<file path="src/common/ppmc_defs.vh">
`ifndef PPMC_DEFS_VH
`define PPMC_DEFS_VH
`define PPMC_NPINS 32
`define PPMC_MODE_W 4
`define PPMC_MODE_RST 4'h0
`define PPMC_M_OFF_CLR 3'h0
`define PPMC_M_OFF_SAVE 3'h1
`define PPMC_M_OUT 3'h2
`define PPMC_M_RUN 3'h3
`define PPMC_M_OUT_RUN 3'h4
`define PPMC_M_CLR_IN 3'h5
`define PPMC_M_CLR_OUT 3'h6
`define PPMC_M_CLR_BOTH 3'h7
`define PPMC_LATCH_BIT 3
`define PPMC_STAT_BASE 8'h80
`define PPMC_STAT_LAST 8'h87
`define PPMC_SLOT_W 4
`define PPMC_A_BASE 12'h000
`define PPMC_A_MODE 12'h000
`define PPMC_A_IN_EN 12'h004
`define PPMC_A_IN_TGT 12'h008
`define PPMC_A_OUT_EN 12'h00C
`define PPMC_A_OUT_ACT 12'h010
`define PPMC_A_SLOT 12'h014
`define PPMC_A_PINS 12'h018
`define PPMC_A_STAT 12'h01C
`define PPMC_A_TRIG 12'h020
`endif

</file>
<file path="src/design/ppmc_top.v">
// How it works
// - Mode register accepts values zero to fifteen.
// - Pins evaluated only on instruction boundary strobe.
// - Mode 0 stops polling, erases both configs.
// - Mode 1 stops polling, keeps configuration.
// - Mode 2: outputs and wait, no switch.
// - Mode 3: slot switch only.
// - Mode 4: outputs, wait and switch.
// - Modes 5-7 erase configs, keep mode.
// - Modes 8-15 mirror 0-7 with latched outputs.
// - Outputs follow, latch once, or stay still.
// - Switch drops mode 3 to 1, 4 to 2.
// - Clear modes keep previous mode in force.
// - Clear modes leave driven output levels alone.
// - New output joins polling at once.
// - Wait releases only in modes 2, 4, 10 or 12.
// - Output pins update the cycle after boundary_done_o.
// - Trigger status kept at scratch 128-131; 132-135 read zero.
// - Any triggered input drives every output enabled in out_en_r.
// - Non-latched outputs active only while condition.
// - Status bit one when its input triggered.
`timescale 1ns/1ps
`include "ppmc_defs.vh"
module ppmc_top
(
	input wire sys_clk_i,
	input wire resetn_i,
	input wire [31:0] haddr_i,
	input wire [1:0] htrans_i,
	input wire hwrite_i,
	input wire [2:0] hsize_i,
	input wire hsel_i,
	input wire hready_i,
	input wire [31:0] hwdata_i,
	output reg [31:0] hrdata_o,
	output wire hreadyout_o,
	output wire hresp_o,
	input wire [`PPMC_NPINS-1:0] pin_in_i,
	output reg [`PPMC_NPINS-1:0] pin_out_o,
	output reg [`PPMC_NPINS-1:0] pin_oe_n_o,
	input wire boundary_i,
	input wire wait_active_i,
	output reg boundary_done_o,
	output reg wait_release_o,
	output reg slot_switch_o,
	output reg [`PPMC_SLOT_W-1:0] slot_num_o,
	input wire [7:0] scratch_addr_i,
	output reg [7:0] scratch_data_o
);
	localparam NP = `PPMC_NPINS;
	reg [`PPMC_MODE_W-1:0] mode_r;
	reg [NP-1:0] in_en_r;
	reg [NP-1:0] in_tgt_r;
	reg [NP-1:0] out_en_r;
	reg [NP-1:0] out_act_r;
	reg [NP-1:0] trig_r;
	reg [`PPMC_SLOT_W-1:0] slot_r;
	reg [NP-1:0] pin_s1_r;
	reg [NP-1:0] pin_s2_r;
	reg ph_wr_r;
	reg [11:0] ph_addr_r;
	reg [NP-1:0] drv_lvl_r;
	wire [NP-1:0] hit;
	wire cond;
	wire [2:0] base;
	wire latched;
	wire out_on;
	wire run_on;
	wire poll_on;
	wire take;
	wire wr_mode;
	wire [2:0] wbase;
	wire [3:0] wsel;
	wire [3:0] rsel;
	wire [NP-1:0] lvl_nxt;
	wire [NP-1:0] oe_n_nxt;
	localparam SEL_MODE = 4'h0;
	localparam SEL_IN_EN = 4'h1;
	localparam SEL_IN_TGT = 4'h2;
	localparam SEL_OUT_EN = 4'h3;
	localparam SEL_OUT_ACT = 4'h4;
	localparam SEL_SLOT = 4'h5;
	localparam SEL_PINS = 4'h6;
	localparam SEL_STAT = 4'h7;
	localparam SEL_TRIG = 4'h8;
	localparam SEL_NONE = 4'hF;
	function is_clear;
		input [2:0] b;
		begin
			is_clear = (b == `PPMC_M_CLR_IN) || (b == `PPMC_M_CLR_OUT)
				|| (b == `PPMC_M_CLR_BOTH);
		end
	endfunction
	// Register index from a byte address
	function [3:0] addr_sel;
		input [11:0] a;
		begin
			if (a == `PPMC_A_MODE)
				addr_sel = SEL_MODE;
			else if (a == `PPMC_A_IN_EN)
				addr_sel = SEL_IN_EN;
			else if (a == `PPMC_A_IN_TGT)
				addr_sel = SEL_IN_TGT;
			else if (a == `PPMC_A_OUT_EN)
				addr_sel = SEL_OUT_EN;
			else if (a == `PPMC_A_OUT_ACT)
				addr_sel = SEL_OUT_ACT;
			else if (a == `PPMC_A_SLOT)
				addr_sel = SEL_SLOT;
			else if (a == `PPMC_A_PINS)
				addr_sel = SEL_PINS;
			else if (a == `PPMC_A_STAT)
				addr_sel = SEL_STAT;
			else if (a == `PPMC_A_TRIG)
				addr_sel = SEL_TRIG;
			else
				addr_sel = SEL_NONE;
		end
	endfunction
	assign hreadyout_o = 1'b1;
	assign hresp_o = 1'b0;
	assign take = hsel_i && hready_i && htrans_i[1] && (hsize_i == 3'h2);
	assign hit = in_en_r & ~(pin_s2_r ^ in_tgt_r);
	assign cond = |hit;
	assign base = mode_r[2:0];
	assign latched = mode_r[`PPMC_LATCH_BIT];
	assign out_on = (base == `PPMC_M_OUT) || (base == `PPMC_M_OUT_RUN);
	assign run_on = (base == `PPMC_M_RUN) || (base == `PPMC_M_OUT_RUN);
	assign poll_on = out_on || run_on;
	assign wsel = addr_sel(ph_addr_r);
	assign rsel = addr_sel(haddr_i[11:0]);
	assign wr_mode = ph_wr_r && (wsel == SEL_MODE);
	assign wbase = hwdata_i[2:0];
	// Pin synchroniser
	always @(posedge sys_clk_i or negedge resetn_i)
	begin
		if (!resetn_i)
		begin
			pin_s1_r <= {NP{1'b0}};
			pin_s2_r <= {NP{1'b0}};
		end
		else
		begin
			pin_s1_r <= pin_in_i;
			pin_s2_r <= pin_s1_r;
		end
	end
	// Bus address phase
	always @(posedge sys_clk_i or negedge resetn_i)
	begin
		if (!resetn_i)
		begin
			ph_wr_r <= 1'b0;
			ph_addr_r <= 12'h000;
		end
		else if (hready_i)
		begin
			ph_wr_r <= take && hwrite_i;
			ph_addr_r <= haddr_i[11:0];
		end
	end
	// Configuration, mode and polling step
	always @(posedge sys_clk_i or negedge resetn_i)
	begin
		if (!resetn_i)
		begin
			mode_r <= `PPMC_MODE_RST;
			in_en_r <= {NP{1'b0}};
			in_tgt_r <= {NP{1'b0}};
			out_en_r <= {NP{1'b0}};
			out_act_r <= {NP{1'b0}};
			slot_r <= 4'h0;
			trig_r <= {NP{1'b0}};
			drv_lvl_r <= {NP{1'b0}};
			boundary_done_o <= 1'b0;
			wait_release_o <= 1'b0;
			slot_switch_o <= 1'b0;
			slot_num_o <= 4'h0;
		end
		else
		begin
			boundary_done_o <= 1'b0;
			wait_release_o <= 1'b0;
			slot_switch_o <= 1'b0;
			if (boundary_i && poll_on)
			begin
				trig_r <= latched ? (trig_r | hit) : hit;
				if (out_on)
				begin
					// Output levels and the wait release register together in the same step
					if (latched)
					begin
						drv_lvl_r <= drv_lvl_r | ({NP{cond}} & out_en_r);
					end
					else
					begin
						// A cleared output keeps its last level
						drv_lvl_r <= (drv_lvl_r & ~out_en_r)
							| ({NP{cond}} & out_en_r);
					end
					wait_release_o <= wait_active_i && cond;
				end
				if (run_on && cond)
				begin
					slot_switch_o <= 1'b1;
					slot_num_o <= slot_r;
					mode_r <= {latched, (base == `PPMC_M_RUN) ? `PPMC_M_OFF_SAVE
						: `PPMC_M_OUT};
				end
			end
			if (boundary_i)
			begin
				boundary_done_o <= 1'b1;
			end
			if (ph_wr_r)
			begin
				if (wr_mode)
				begin
					if (!is_clear(wbase))
					begin
						mode_r <= hwdata_i[3:0];
					end
					if (wbase == `PPMC_M_OFF_CLR)
					begin
						in_en_r <= {NP{1'b0}};
						out_en_r <= {NP{1'b0}};
						trig_r <= {NP{1'b0}};
					end
					if (wbase == `PPMC_M_CLR_IN || wbase == `PPMC_M_CLR_BOTH)
					begin
						in_en_r <= {NP{1'b0}};
					end
					if (wbase == `PPMC_M_CLR_OUT || wbase == `PPMC_M_CLR_BOTH)
					begin
						out_en_r <= {NP{1'b0}};
					end
				end
				else if (wsel == SEL_IN_EN)
				begin
					in_en_r <= hwdata_i;
				end
				else if (wsel == SEL_IN_TGT)
				begin
					in_tgt_r <= hwdata_i;
				end
				else if (wsel == SEL_OUT_EN)
				begin
					out_en_r <= hwdata_i;
				end
				else if (wsel == SEL_OUT_ACT)
				begin
					out_act_r <= hwdata_i;
				end
				else if (wsel == SEL_SLOT)
				begin
					slot_r <= hwdata_i[3:0];
				end
			end
		end
	end
	// Pin drive: level moves only in the cycle after boundary_done_o, polling or not
	genvar gi;
	generate
		for (gi = 0; gi < NP; gi = gi + 1)
		begin : g_pin
			// Active level when triggered, inverse otherwise
			assign lvl_nxt[gi] = drv_lvl_r[gi] ~^ out_act_r[gi];
			// Once defined, a pin keeps driving
			assign oe_n_nxt[gi] = pin_oe_n_o[gi] & ~out_en_r[gi];
		end
	endgenerate
	always @(posedge sys_clk_i or negedge resetn_i)
	begin
		if (!resetn_i)
		begin
			pin_out_o <= {NP{1'b0}};
			pin_oe_n_o <= {NP{1'b1}};
		end
		else
		begin
			if (boundary_done_o)
			begin
				pin_out_o <= lvl_nxt;
			end
			pin_oe_n_o <= oe_n_nxt;
		end
	end
	// Register read and scratch status
	always @(posedge sys_clk_i or negedge resetn_i)
	begin
		if (!resetn_i)
		begin
			hrdata_o <= 32'h0000_0000;
			scratch_data_o <= 8'h00;
		end
		else
		begin
			if (take && !hwrite_i)
			begin
				if (rsel == SEL_MODE)
				begin
					hrdata_o <= {28'h000_0000, mode_r};
				end
				else if (rsel == SEL_IN_EN)
				begin
					hrdata_o <= in_en_r;
				end
				else if (rsel == SEL_IN_TGT)
				begin
					hrdata_o <= in_tgt_r;
				end
				else if (rsel == SEL_OUT_EN)
				begin
					hrdata_o <= out_en_r;
				end
				else if (rsel == SEL_OUT_ACT)
				begin
					hrdata_o <= out_act_r;
				end
				else if (rsel == SEL_SLOT)
				begin
					hrdata_o <= {28'h000_0000, slot_r};
				end
				else if (rsel == SEL_PINS)
				begin
					hrdata_o <= pin_s2_r;
				end
				else if (rsel == SEL_STAT)
				begin
					hrdata_o <= {{30{1'b0}}, cond, poll_on};
				end
				else if (rsel == SEL_TRIG)
				begin
					hrdata_o <= trig_r;
				end
				else
				begin
					hrdata_o <= 32'h0000_0000;
				end
			end
			if (scratch_addr_i >= `PPMC_STAT_BASE && scratch_addr_i <= `PPMC_STAT_LAST)
			begin
				if (scratch_addr_i[2] == 1'b0)
					scratch_data_o <= trig_r[{scratch_addr_i[1:0], 3'b000} +: 8];
				else
					scratch_data_o <= 8'h00;
			end
			else
				scratch_data_o <= 8'h00;
		end
	end
endmodule // ppmc_top

</file>
<file path="config.mk">
export PLATFORM = sky130hd
export DESIGN_NAME = ppmc_top
export DESIGN_NICKNAME = d
export VERILOG_FILES = /design/src/design/ppmc_top.v
export VERILOG_INCLUDE_DIRS = /design/src /design/src/common
export SDC_FILE = /design/constraint.sdc
export NUM_CORES = 1
export LEC_CHECK = 0
export ABC_CLOCK_PERIOD_IN_PS = 2250
export BUFFER_PORTS_ARGS = -buffer_cell sky130_fd_sc_hd__buf_2
export CAP_MARGIN = 20
export CORE_ASPECT_RATIO = 1.4
export CORE_MARGIN = 3
export CORE_UTILIZATION = 40
export CTS_CLUSTER_SIZE = 28
export DETAILED_ROUTE_END_ITERATION = 7
export PLACE_DENSITY_LB_ADDON = 0.05
export SYNTH_ARGS = -nofsm -noshare
export SYNTH_HDL_FRONTEND = slang
export SYNTH_SLANG_ARGS = --single-unit
</file>
<file path="constraint.sdc">
create_clock -name sys_clk_i -period 2.25 [get_ports sys_clk_i]
set_input_delay 0.225 -clock sys_clk_i [delete_from_list [all_inputs] [get_ports sys_clk_i]]
set_output_delay 0.225 -clock sys_clk_i [all_outputs]
set_load 0.01 [all_outputs]
</file>
==> flow_summary.json, run 1 <==
{
  "num_vias": 12300,
  "drive_gt1_share_pct": 31.10,
  "grt_overflow": 0,
  "post_drt_wl_per_cell_um": 22.72,
  "die_h_um": 247.2,
  "drtIter0Drc": 800,
  "diodes": 0,
  "area_growth_pct": 25.52,
  "finalClockSkew_ns": 0.02344,
  "grt_pass1_wl_mm": 78.52,
  "worstSetupPathType": "flip-flop to flip-flop",
  "ir_worst_vdd_v": 0.0005534,
  "clkSinkCount": 388,
  "crit_path_start_kind": "flip-flop",
  "swShare_pct": 23.77,
  "antenna_found_initial": 2,
  "yosys_warnings": 0,
  "cp.buffers_inverters": 2,
  "yosysSeqAreaShare_pct": 58.65,
  "worst_slew_pin_slew_ns": 1.149,
  "powerDensity_nw_per_um2": 722.7,
  "slowest_delay_ns": 0.47,
  "final.period_utilization_pct": 97.82,
  "path_cells": "xnor2_2 > a22oi_2 > buf_4 > nand4_1 > o41a_1 > buf_12 > mux2_4",
  "grt_max_degree": 65,
  "cp_max_fo": 6,
  "ant_nets": 0,
  "maxCapViolCount": 0,
  "dp_slack_ns": 0.004895,
  "grtUsageTotal_pct": 23.38,
  "rows": 87,
  "cts_tree": "yes",
  "crit_path_end_kind": "flip-flop",
  "synth_edf_count": 0,
  "final_util_pct": 51.25,
  "stdcell_count": 2264,
  "drv_slew": 0,
  "critical_path_arrival_ns": 2.62,
  "totalWireLength_mm": 51.43,
  "ys_seq_elements": 388,
  "setup_ws_ns": 0.04903,
  "start_util_pct": 40.83,
  "cp_slowest_cell": "o41a_1",
  "dieArea_um2": 44070,
  "hp-class": "input port to flip-flop",
  "firstDrtPassIters": 5,
  "max_freq_mhz": 454.3,
  "vias_per_cell": 5.431,
  "combPwrFrac_pct": 7.3,
  "numPortBuffers": 205,
  "synthCells": 1397,
  "status": "finished, final reports clean",
  "p_clk_share_pct": 44.4,
  "ios": 229,
  "synth.cell_area_um2": 16620,
  "clockBufferDepth": 3,
  "post-place-cells": 2117,
  "postSynthAreaPerCell_um2": 11.90,
  "finalSetupViolCount": 0,
  "cts_root_buf": "clkbuf_16",
  "critical_path.top_delay_family": "compound AO/OA/AOI/OAI gates",
  "yosys.cell_types.count": 73,
  "die_x_um": 178.3,
  "p_leak_uw": 0.009224,
  "hpwl_mm": 35.90,
  "final_hold_viol_count": 0,
  "clkTransAtPathRegs_ns": 0.06,
  "cts_buffers": 40,
  "ys.flop_type": "dfrtp_1",
  "seqPwrFrac_pct": 48.3,
  "grt_pass1_vias": 12620,
  "max_slew_margin_pct": 23.03,
  "gp_congestion": 0.8919,
  "htreeDepth": 2,
  "clock_latency_ns": 0.55,
  "ys_async_sr_fraction_pct": 100.0,
  "syn-num-nets": 1513,
  "final.min_clock_period_ns": 2.201,
  "internal_power_uw": 11490,
  "switchingPower_uw": 3584,
  "crit_required_ns": 2.67,
  "fin_nets": 1815,
  "drc": 0,
  "core_area_um2": 40710
}
-- timing repair --
item                                    4_1_cts  5_1_grt
endpoints found under the setup margin        4       51
hold buffers                                 72        0
setup buffers                                 0        3
pin swaps                                     3       13
resized for setup                             2       18
endpoints found under the hold margin       204        0
-- layer usage --
layer | vias up | global-route usage (%) | share of wire [%]
met1 | 6262 | 30.89 | 43
met3 | 78 | 3.349 | 4.7
met4 | 2 | 6.307 | 2.5
met5 | - | 0 | 0.025
li1 | 5636 | - | -
met2 | 318 | 40.25 | 50
-- metrics by stage --
stage / total power (uW) / instance area (um^2) / setup TNS [ns] / hold slack (ns)
4_1_cts: 15260 / 20740 / 0 / 0.04296
5_1_grt: 15640 / 20870 / -0.04313 / 0.08940
3_5_place_dp: 8402 / 18680 / 0 / 0.2270
6_report: 15080 / 20870 / 0 / 0.08106
3_3_place_gp: 8392 / 18680 / 0 / 0.2262
2_1_floorplan: 7814 / 16620 / 0 / -0.07059
-- layout make-up --
type                       instances  area, um^2
fill                            3723       19850
sequential                       388        9749
multi-input combinational        908        6554
timing repair buffer             356        2550
clock buffer                      61        1222
tap                              534       668.1
clock inverter                    12       102.6
inverter                           5       18.77
-- flip-flops by register name, indices dropped and copies added, names as in the netlist, 4 cells and up --
| register | flops |
|---|---|
| drv_lvl_r | 32 |
| hrdata_o | 32 |
| in_en_r | 32 |
| in_tgt_r | 32 |
| out_act_r | 32 |
| out_en_r | 32 |
| pin_oe_n_o | 32 |
| pin_out_o | 32 |
| pin_s1_r | 32 |
| pin_s2_r | 32 |
| trig_r | 32 |
| ph_addr_r | 12 |
| scratch_data_o | 8 |
| mode_r | 4 |
| slot_num_o | 4 |
| slot_r | 4 |
-- synthesized netlist by cell type (4+ instances only) --
master	instances	area share [%]
dfrtp_1	356	54
nand2_1	171	3.9
mux2_2	101	6.8
xnor2_1	64	3.4
a21oi_1	63	1.9
o21ai_1	60	1.8
a22o_1	58	3.1
nor2b_1	48	1.8
nor2_1	44	0.99
buf_2	41	1.2
o21ai_0	41	1.2
clkbuf_1	34	0.77
a32oi_1	32	1.7
dfstp_2	32	5.1
mux2i_1	30	1.8
o211ai_1	27	1.2
o22ai_1	27	1.0
a22oi_1	17	0.77
mux2_1	16	1.1
buf_1	9	0.20
buf_4	9	0.41
nand3_1	9	0.27
mux4_2	8	1.1
nand4_1	8	0.30
and3_1	5	0.19
inv_1	5	0.11
nand2b_1	5	0.19
and2_1	4	0.15
mux2_4	4	0.36
nand3b_1	4	0.18
-- worst min-delay path, stage by stage --
cell and delay [ns]:
buf_2 0.07, nand4b_1 0.18, o32ai_1 0.09
-- power groups by stage --
stage | sequential (uW) | clock, uW | combinational, uW
CTS | 7280 | 6880 | 1100
global placement | 7400 | 0 | 990
global route | 7300 | 7130 | 1210
floorplan | 7380 | 0 | 433
detailed placement | 7410 | 0 | 997
finish | 7290 | 6690 | 1100
-- final timing paths --
path	startpoint	to	slack [ns]	cells past startpoint
setup / recovery	in_tgt_r[27]	slot_num_o[3]	0.05	7
hold / removal	hsize_i[0]	ph_wr_r	0.08	3
setup reg to reg	in_tgt_r[27]	slot_num_o[3]	0.05	7
hold reg to reg	pin_s1_r[14]	pin_s2_r[14]	0.35	0
max in group asynchronous	resetn_i	pin_oe_n_o[30]	1.21	3
min in group asynchronous	resetn_i	drv_lvl_r[9]	0.21	2
-- cells by family after synthesis --
family,synth area share [%]
mux,11.18
flops,58.65
compound gates,14.20
other cells,0.04518
xor+xnor,3.425
simple gates,9.650
buf+inv,2.853
-- layout by cell type, fill, tap and decap left out, drive strengths merged, types with 27 or more instances in the layout --
master and n:
a22o 58, o21ai 101, o211ai 27, nor2 48, a32oi 32, nor2b 48
dlygate4sd3 72, xnor2 64, clkbuf 61, dfstp 32, nand2 172, dfrtp 356
o22ai 27, a21oi 63, buf 284, mux2i 30, mux2 121
(Power assumes the default switching activity.)
==> inputs of run 2 (changes only) <==
==> constraint.sdc (replaced) <==
create_clock -name sys_clk_i -period 2.25 [get_ports sys_clk_i]
set_input_delay 0.225 -clock sys_clk_i [delete_from_list [all_inputs] [get_ports sys_clk_i]]
set_output_delay 0.225 -clock sys_clk_i [all_outputs]
set_load 0.1 [all_outputs]
==> run 2 against run 1 <==
Against the previous run:
- core utilization barely moved
- highest routed layer unchanged
- largest power group is now the clock network
- hold slack got worse by 0.014 ns
- sequential cell count did not move
- critical endpoint is now drv_lvl_r[9]
- total power rose by 6.4%
==> flow_summary.json, run 2 (synthesized netlist as in run 1, its figures left out) <==
{
  "status": "finished, final reports clean",
  "core_area_um2": 40710,
  "worst_slew_pin_slew_ns": 0.7153,
  "powerDensity_nw_per_um2": 768.6,
  "worst_r2r_path_depth": 8,
  "slowest_delay_ns": 0.40,
  "die_h_um": 247.2,
  "ios": 229,
  "dieArea_um2": 44070,
  "drv_slew": 0,
  "mostFrequentLayoutCell": "dfrtp_1",
  "cp.buffers_inverters": 2,
  "final_cell_mix": "dfrtp_1 (356), buf_2 (203), nand2_1 (170)",
  "hold_ws_ns": 0.06680,
  "clock_latency_ns": 0.56,
  "setup_tns_ns": 0,
  "htreeDepth": 2,
  "use_met2_pct": 39.28,
  "clkSinkCount": 388,
  "drc": 0,
  "critPathMostFrequentCell": "buf_4",
  "grtUsageTotal_pct": 23.30,
  "antenna_found_initial": 2,
  "final_hold_viol_count": 0,
  "grt_overflow": 0,
  "cts_tree": "yes",
  "p_leak_uw": 0.009199,
  "num_vias": 12160,
  "min_path_cells": 3,
  "final.min_clock_period_ns": 2.213,
  "start_util_pct": 40.83,
  "finalSetupViolCount": 0,
  "rows": 87,
  "max_freq_mhz": 451.8,
  "firstDrtPassIters": 5,
  "post-place-cells": 2107,
  "rrSetupSlack_ns": 0.04,
  "grt_max_degree": 109,
  "rsz0062_at_grt": "yes",
  "cp_max_fo": 12,
  "crit_required_ns": 2.68,
  "grt_pass1_vias": 12480,
  "hold_end": "ph_wr_r",
  "hold_path.startpoint": "hsize_i[0]",
  "ant_nets": 0,
  "critical_path_arrival_ns": 2.65,
  "maxCapViolCount": 0,
  "reg2reg_from": "in_tgt_r[29]",
  "max_slew_margin_pct": 52.31,
  "hp-class": "input port to flip-flop",
  "fin_nets": 1805,
  "crit_path_end_kind": "flip-flop",
  "final.period_utilization_pct": 98.37,
  "clkTransAtPathRegs_ns": 0.06,
  "cts_root_buf": "clkbuf_16",
  "worstReg2RegEnd": "drv_lvl_r[9]",
  "grt_util_met1_pct": 31.24,
  "die_x_um": 178.3,
  "fillerInstances": 3690,
  "clockBufferDepth": 3,
  "grt_busiest_layer": "met2",
  "ir_worst_vdd_v": 0.0005742,
  "vias_per_cell": 5.391,
  "finalClockSkew_ns": 0.02216,
  "grt_pass1_wl_mm": 78.18,
  "numPortBuffers": 205,
  "path_cells": "xnor2_1 > a22oi_2 > buf_4 > nand4_1 > nor4_2 > nor2_2 > buf_4 > a22o_1",
  "drtIter0Drc": 744,
  "gr-usage-met3_pct": 3.548,
  "cts_buffers": 42,
  "totalWireLength_mm": 50.87,
  "critical_path.top_delay_family": "simple AND/OR/NAND/NOR gates",
  "diodes": 0,
  "drive_gt1_share_pct": 30.20,
  "gp_congestion": 0.8645,
  "area_growth_pct": 25.53,
  "post_drt_wl_per_cell_um": 22.55,
  "worstSetupPathType": "flip-flop to flip-flop",
  "cp_slowest_cell": "dfrtp_1",
  "crit_path_start_kind": "flip-flop",
  "stdcell_count": 2256,
  "hpwl_mm": 35.39
}
## run 2: per-stage QoR
stage / power (uW) / setup WS (ns) / instance area [um^2] / util (%)
floorplan: 8027 / 0.2638 / 16620 / -
global placement: 8599 / -0.06394 / 18610 / 45.70
detailed placement: 8610 / -0.1018 / 18610 / 45.70
CTS: 16290 / 0.02155 / 20830 / 51.17
global route: 16650 / -0.03209 / 20870 / 51.25
finish: 16040 / 0.03667 / 20870 / 51.25
## run 2: worst max-delay path by stage
stage	start	depth (start not counted)	endpoint	slack [ns]
floorplan	boundary_done_o	3	pin_out_o[10]	0.26
global placement	pin_s2_r[27]	7	slot_num_o[0]	-0.06
detailed placement	in_tgt_r[27]	7	slot_num_o[0]	-0.10
CTS	in_tgt_r[29]	8	drv_lvl_r[9]	0.02
global route	in_tgt_r[29]	8	drv_lvl_r[3]	-0.03
finish	in_tgt_r[29]	8	drv_lvl_r[9]	0.04
## run 2: timing repair
item	4_1_cts	5_1_grt
buffers inserted	0	1
hold buffers	71	0
endpoints found under the hold margin	504	0
resized for setup	2	5
endpoints found under the setup margin	37	18
pin swaps	2	3
## run 2: report_power, final
group / internal, uW / switching [uW] / leakage [uW]
Clock: 4590 / 2880 / 0.000738
Combinational: 446 / 840 / 0.00359
Sequential: 7150 / 131 / 0.00487
## run 2: layout make-up
| type | count | area [um^2] | share of cell area [%] |
|---|---|---|---|
| clock buffers | 58 | 1212 | 5.810 |
| clock inverters | 19 | 294.0 | 1.409 |
| inverters | 5 | 18.77 | 0.08994 |
| multi-input cells | 908 | 6464 | 30.98 |
| flip-flops and latches | 388 | 9749 | 46.72 |
| well taps | 534 | 668.1 | 3.202 |
| repair buffers | 344 | 2460 | 11.79 |
## run 2: worst min-delay path, cell delays in order
cell and delay, ns:
buf_2 0.07, nand4b_1 0.18, o32ai_1 0.09
## run 2: routing by layer
metal / share of wire [%] / up-vias
met5: 0.061 / -
met4: 2.6 / 4
met3: 4.9 / 79
met2: 50 / 326
met1: 43 / 6125
li1: - / 5627
==> inputs of run 3 (changes only) <==
CELL_PAD_IN_SITES_DETAIL_PLACEMENT = 0   (was unset)
CELL_PAD_IN_SITES_GLOBAL_PLACEMENT = 1   (was unset)
GPL_TIMING_DRIVEN = 1   (was unset)
==> run 3 against run 2 <==
Against the previous run:
- combinational power about the same
- sequential share of layout area barely moved
- via count up 0.49%
- critical path depth decreased by 2
- register-to-register slack worse by 0.02 ns
- worst setup slack got worse by 0.017 ns
- critical path type unchanged
- fmax decreased by 0.77%
- clock power shrank 5.4%
- total power fell by 2.4%
- design area about the same
- routed wire length up 2.0%
- clock skew down 0.0016 ns
==> flow_summary.json, run 3 (synthesized netlist as in run 1, its figures left out) <==
{
  "status": "finished, final reports clean",
  "rows": 87,
  "finalClockSkew_ns": 0.02057,
  "final.period_utilization_pct": 99.14,
  "p_leak_uw": 0.009211,
  "num_vias": 12220,
  "die_x_um": 178.3,
  "cts_buffers": 41,
  "rsz0062_at_grt": "yes",
  "area_growth_pct": 25.43,
  "numPortBuffers": 205,
  "grt_pass1_vias": 12620,
  "drc": 0,
  "hp-class": "input port to flip-flop",
  "final.min_clock_period_ns": 2.231,
  "crit_path_start_kind": "flip-flop",
  "cp_max_fo": 6,
  "firstDrtPassIters": 5,
  "core_area_um2": 40710,
  "powerDensity_nw_per_um2": 750.9,
  "vias_per_cell": 5.414,
  "clkSinkCount": 388,
  "cts_root_buf": "clkbuf_16",
  "post_drt_wl_per_cell_um": 22.99,
  "place_area_um2": 18650,
  "grtUsageTotal_pct": 23.76,
  "grt_pass1_wl_mm": 79.03,
  "diodes": 0,
  "final_area_um2": 20850,
  "worst_slew_pin_slew_ns": 0.7192,
  "final_hold_viol_count": 0,
  "drv_slew": 0,
  "critical_path_arrival_ns": 2.65,
  "ios": 229,
  "start_util_pct": 40.83,
  "dieArea_um2": 44070,
  "drtIter0Drc": 701,
  "grt_overflow": 0,
  "cts_tree": "yes",
  "grt_max_degree": 74,
  "antenna_found_initial": 2,
  "fin_total_pwr_uw": 15660,
  "stdcell_count": 2257,
  "hold_ws_ns": 0.02510,
  "maxCapViolCount": 0,
  "drive_gt1_share_pct": 30.76,
  "max_slew_margin_pct": 52.05,
  "finalSetupViolCount": 0,
  "final_cell_mix": "dfrtp_1 (356), buf_2 (203), nand2_1 (170)",
  "mostFrequentLayoutCell": "dfrtp_1",
  "clock_latency_ns": 0.55,
  "die_h_um": 247.2,
  "fin_nets": 1807,
  "post-place-cells": 2111,
  "clockBufferDepth": 3,
  "worstSetupPathType": "flip-flop to flip-flop",
  "hpwl_mm": 36.39,
  "htreeDepth": 2,
  "gp_congestion": 0.8514,
  "crit_required_ns": 2.67,
  "max_freq_mhz": 448.3,
  "clkTransAtPathRegs_ns": 0.06,
  "ir_worst_vdd_v": 0.0004990,
  "crit_path_end_kind": "flip-flop",
  "totalWireLength_mm": 51.90,
  "ant_nets": 0
}
==> run 3: power by group <==
group / total [uW] / switching (uW) / internal (uW)
clock network: 7070 / 2870 / 4200
registers: 7280 / 132 / 7150
logic: 1300 / 849 / 452
total: 15700 / 3860 / 11800
==> run 3: layout make-up <==
cell class | count | area [um^2]
fillers | 3732 | 19860
well taps | 534 | 668.1
inverters | 5 | 18.77
clock inverters | 19 | 222.7
multi-input cells | 908 | 6504
flip-flops and latches | 388 | 9749
clock buffers | 56 | 1194
repair buffers | 347 | 2492
==> run 3: critical path, cell delays in order (launching register included) <==
cell     delay [ns]
dfrtp_1        0.40
xnor2_1        0.18
a22oi_1        0.28
nand4_1        0.19
o41a_1         0.58
buf_12         0.20
mux2_4         0.29
==> run 3: worst paths after layout <==
check                                 end  slack [ns]  depth (start not counted)         from
max                         slot_num_o[2]        0.02                          6  pin_s2_r[1]
min                           out_en_r[3]        0.03                          3  hwdata_i[3]
max reg2reg                 slot_num_o[2]        0.02                          6  pin_s2_r[1]
min reg2reg                   pin_s2_r[3]        0.35                          0  pin_s1_r[3]
max in group asynchronous  pin_oe_n_o[19]        1.12                          3     resetn_i
min in group asynchronous    out_act_r[9]        0.22                          2     resetn_i
==> run 3: layer usage <==
layer  vias to the layer above  wire length, um  global-route usage (%)
met5                         -               27                       0
met4                         4             1664                   8.463
met3                       101             2616                   3.963
met2                       353            25610                   39.71
met1                      6124            21980                   31.20
li1                       5638                -                       -
==> run 3: repair_timing <==
action / in CTS / in global routing
setup endpoints to repair: 5 / 70
cloned: 0 / 0
buffers inserted: 0 / 1
gates resized for setup: 2 / 11
hold buffers: 70 / 0
hold endpoints to repair: 200 / 0
pin swaps: 2 / 7
==> run 3: stage by stage <==
step | utilization, % | setup TNS (ns) | worst slack [ns]
final | 51.21 | 0 | 0.01943
after CTS | 51.03 | 0 | 0.001827
after global placement | 45.80 | -0.08866 | -0.02299
after global routing | 51.21 | -0.2193 | -0.05176
after detailed placement | 45.80 | -0.1748 | -0.03871
after floorplan | - | 0 | 0.2638
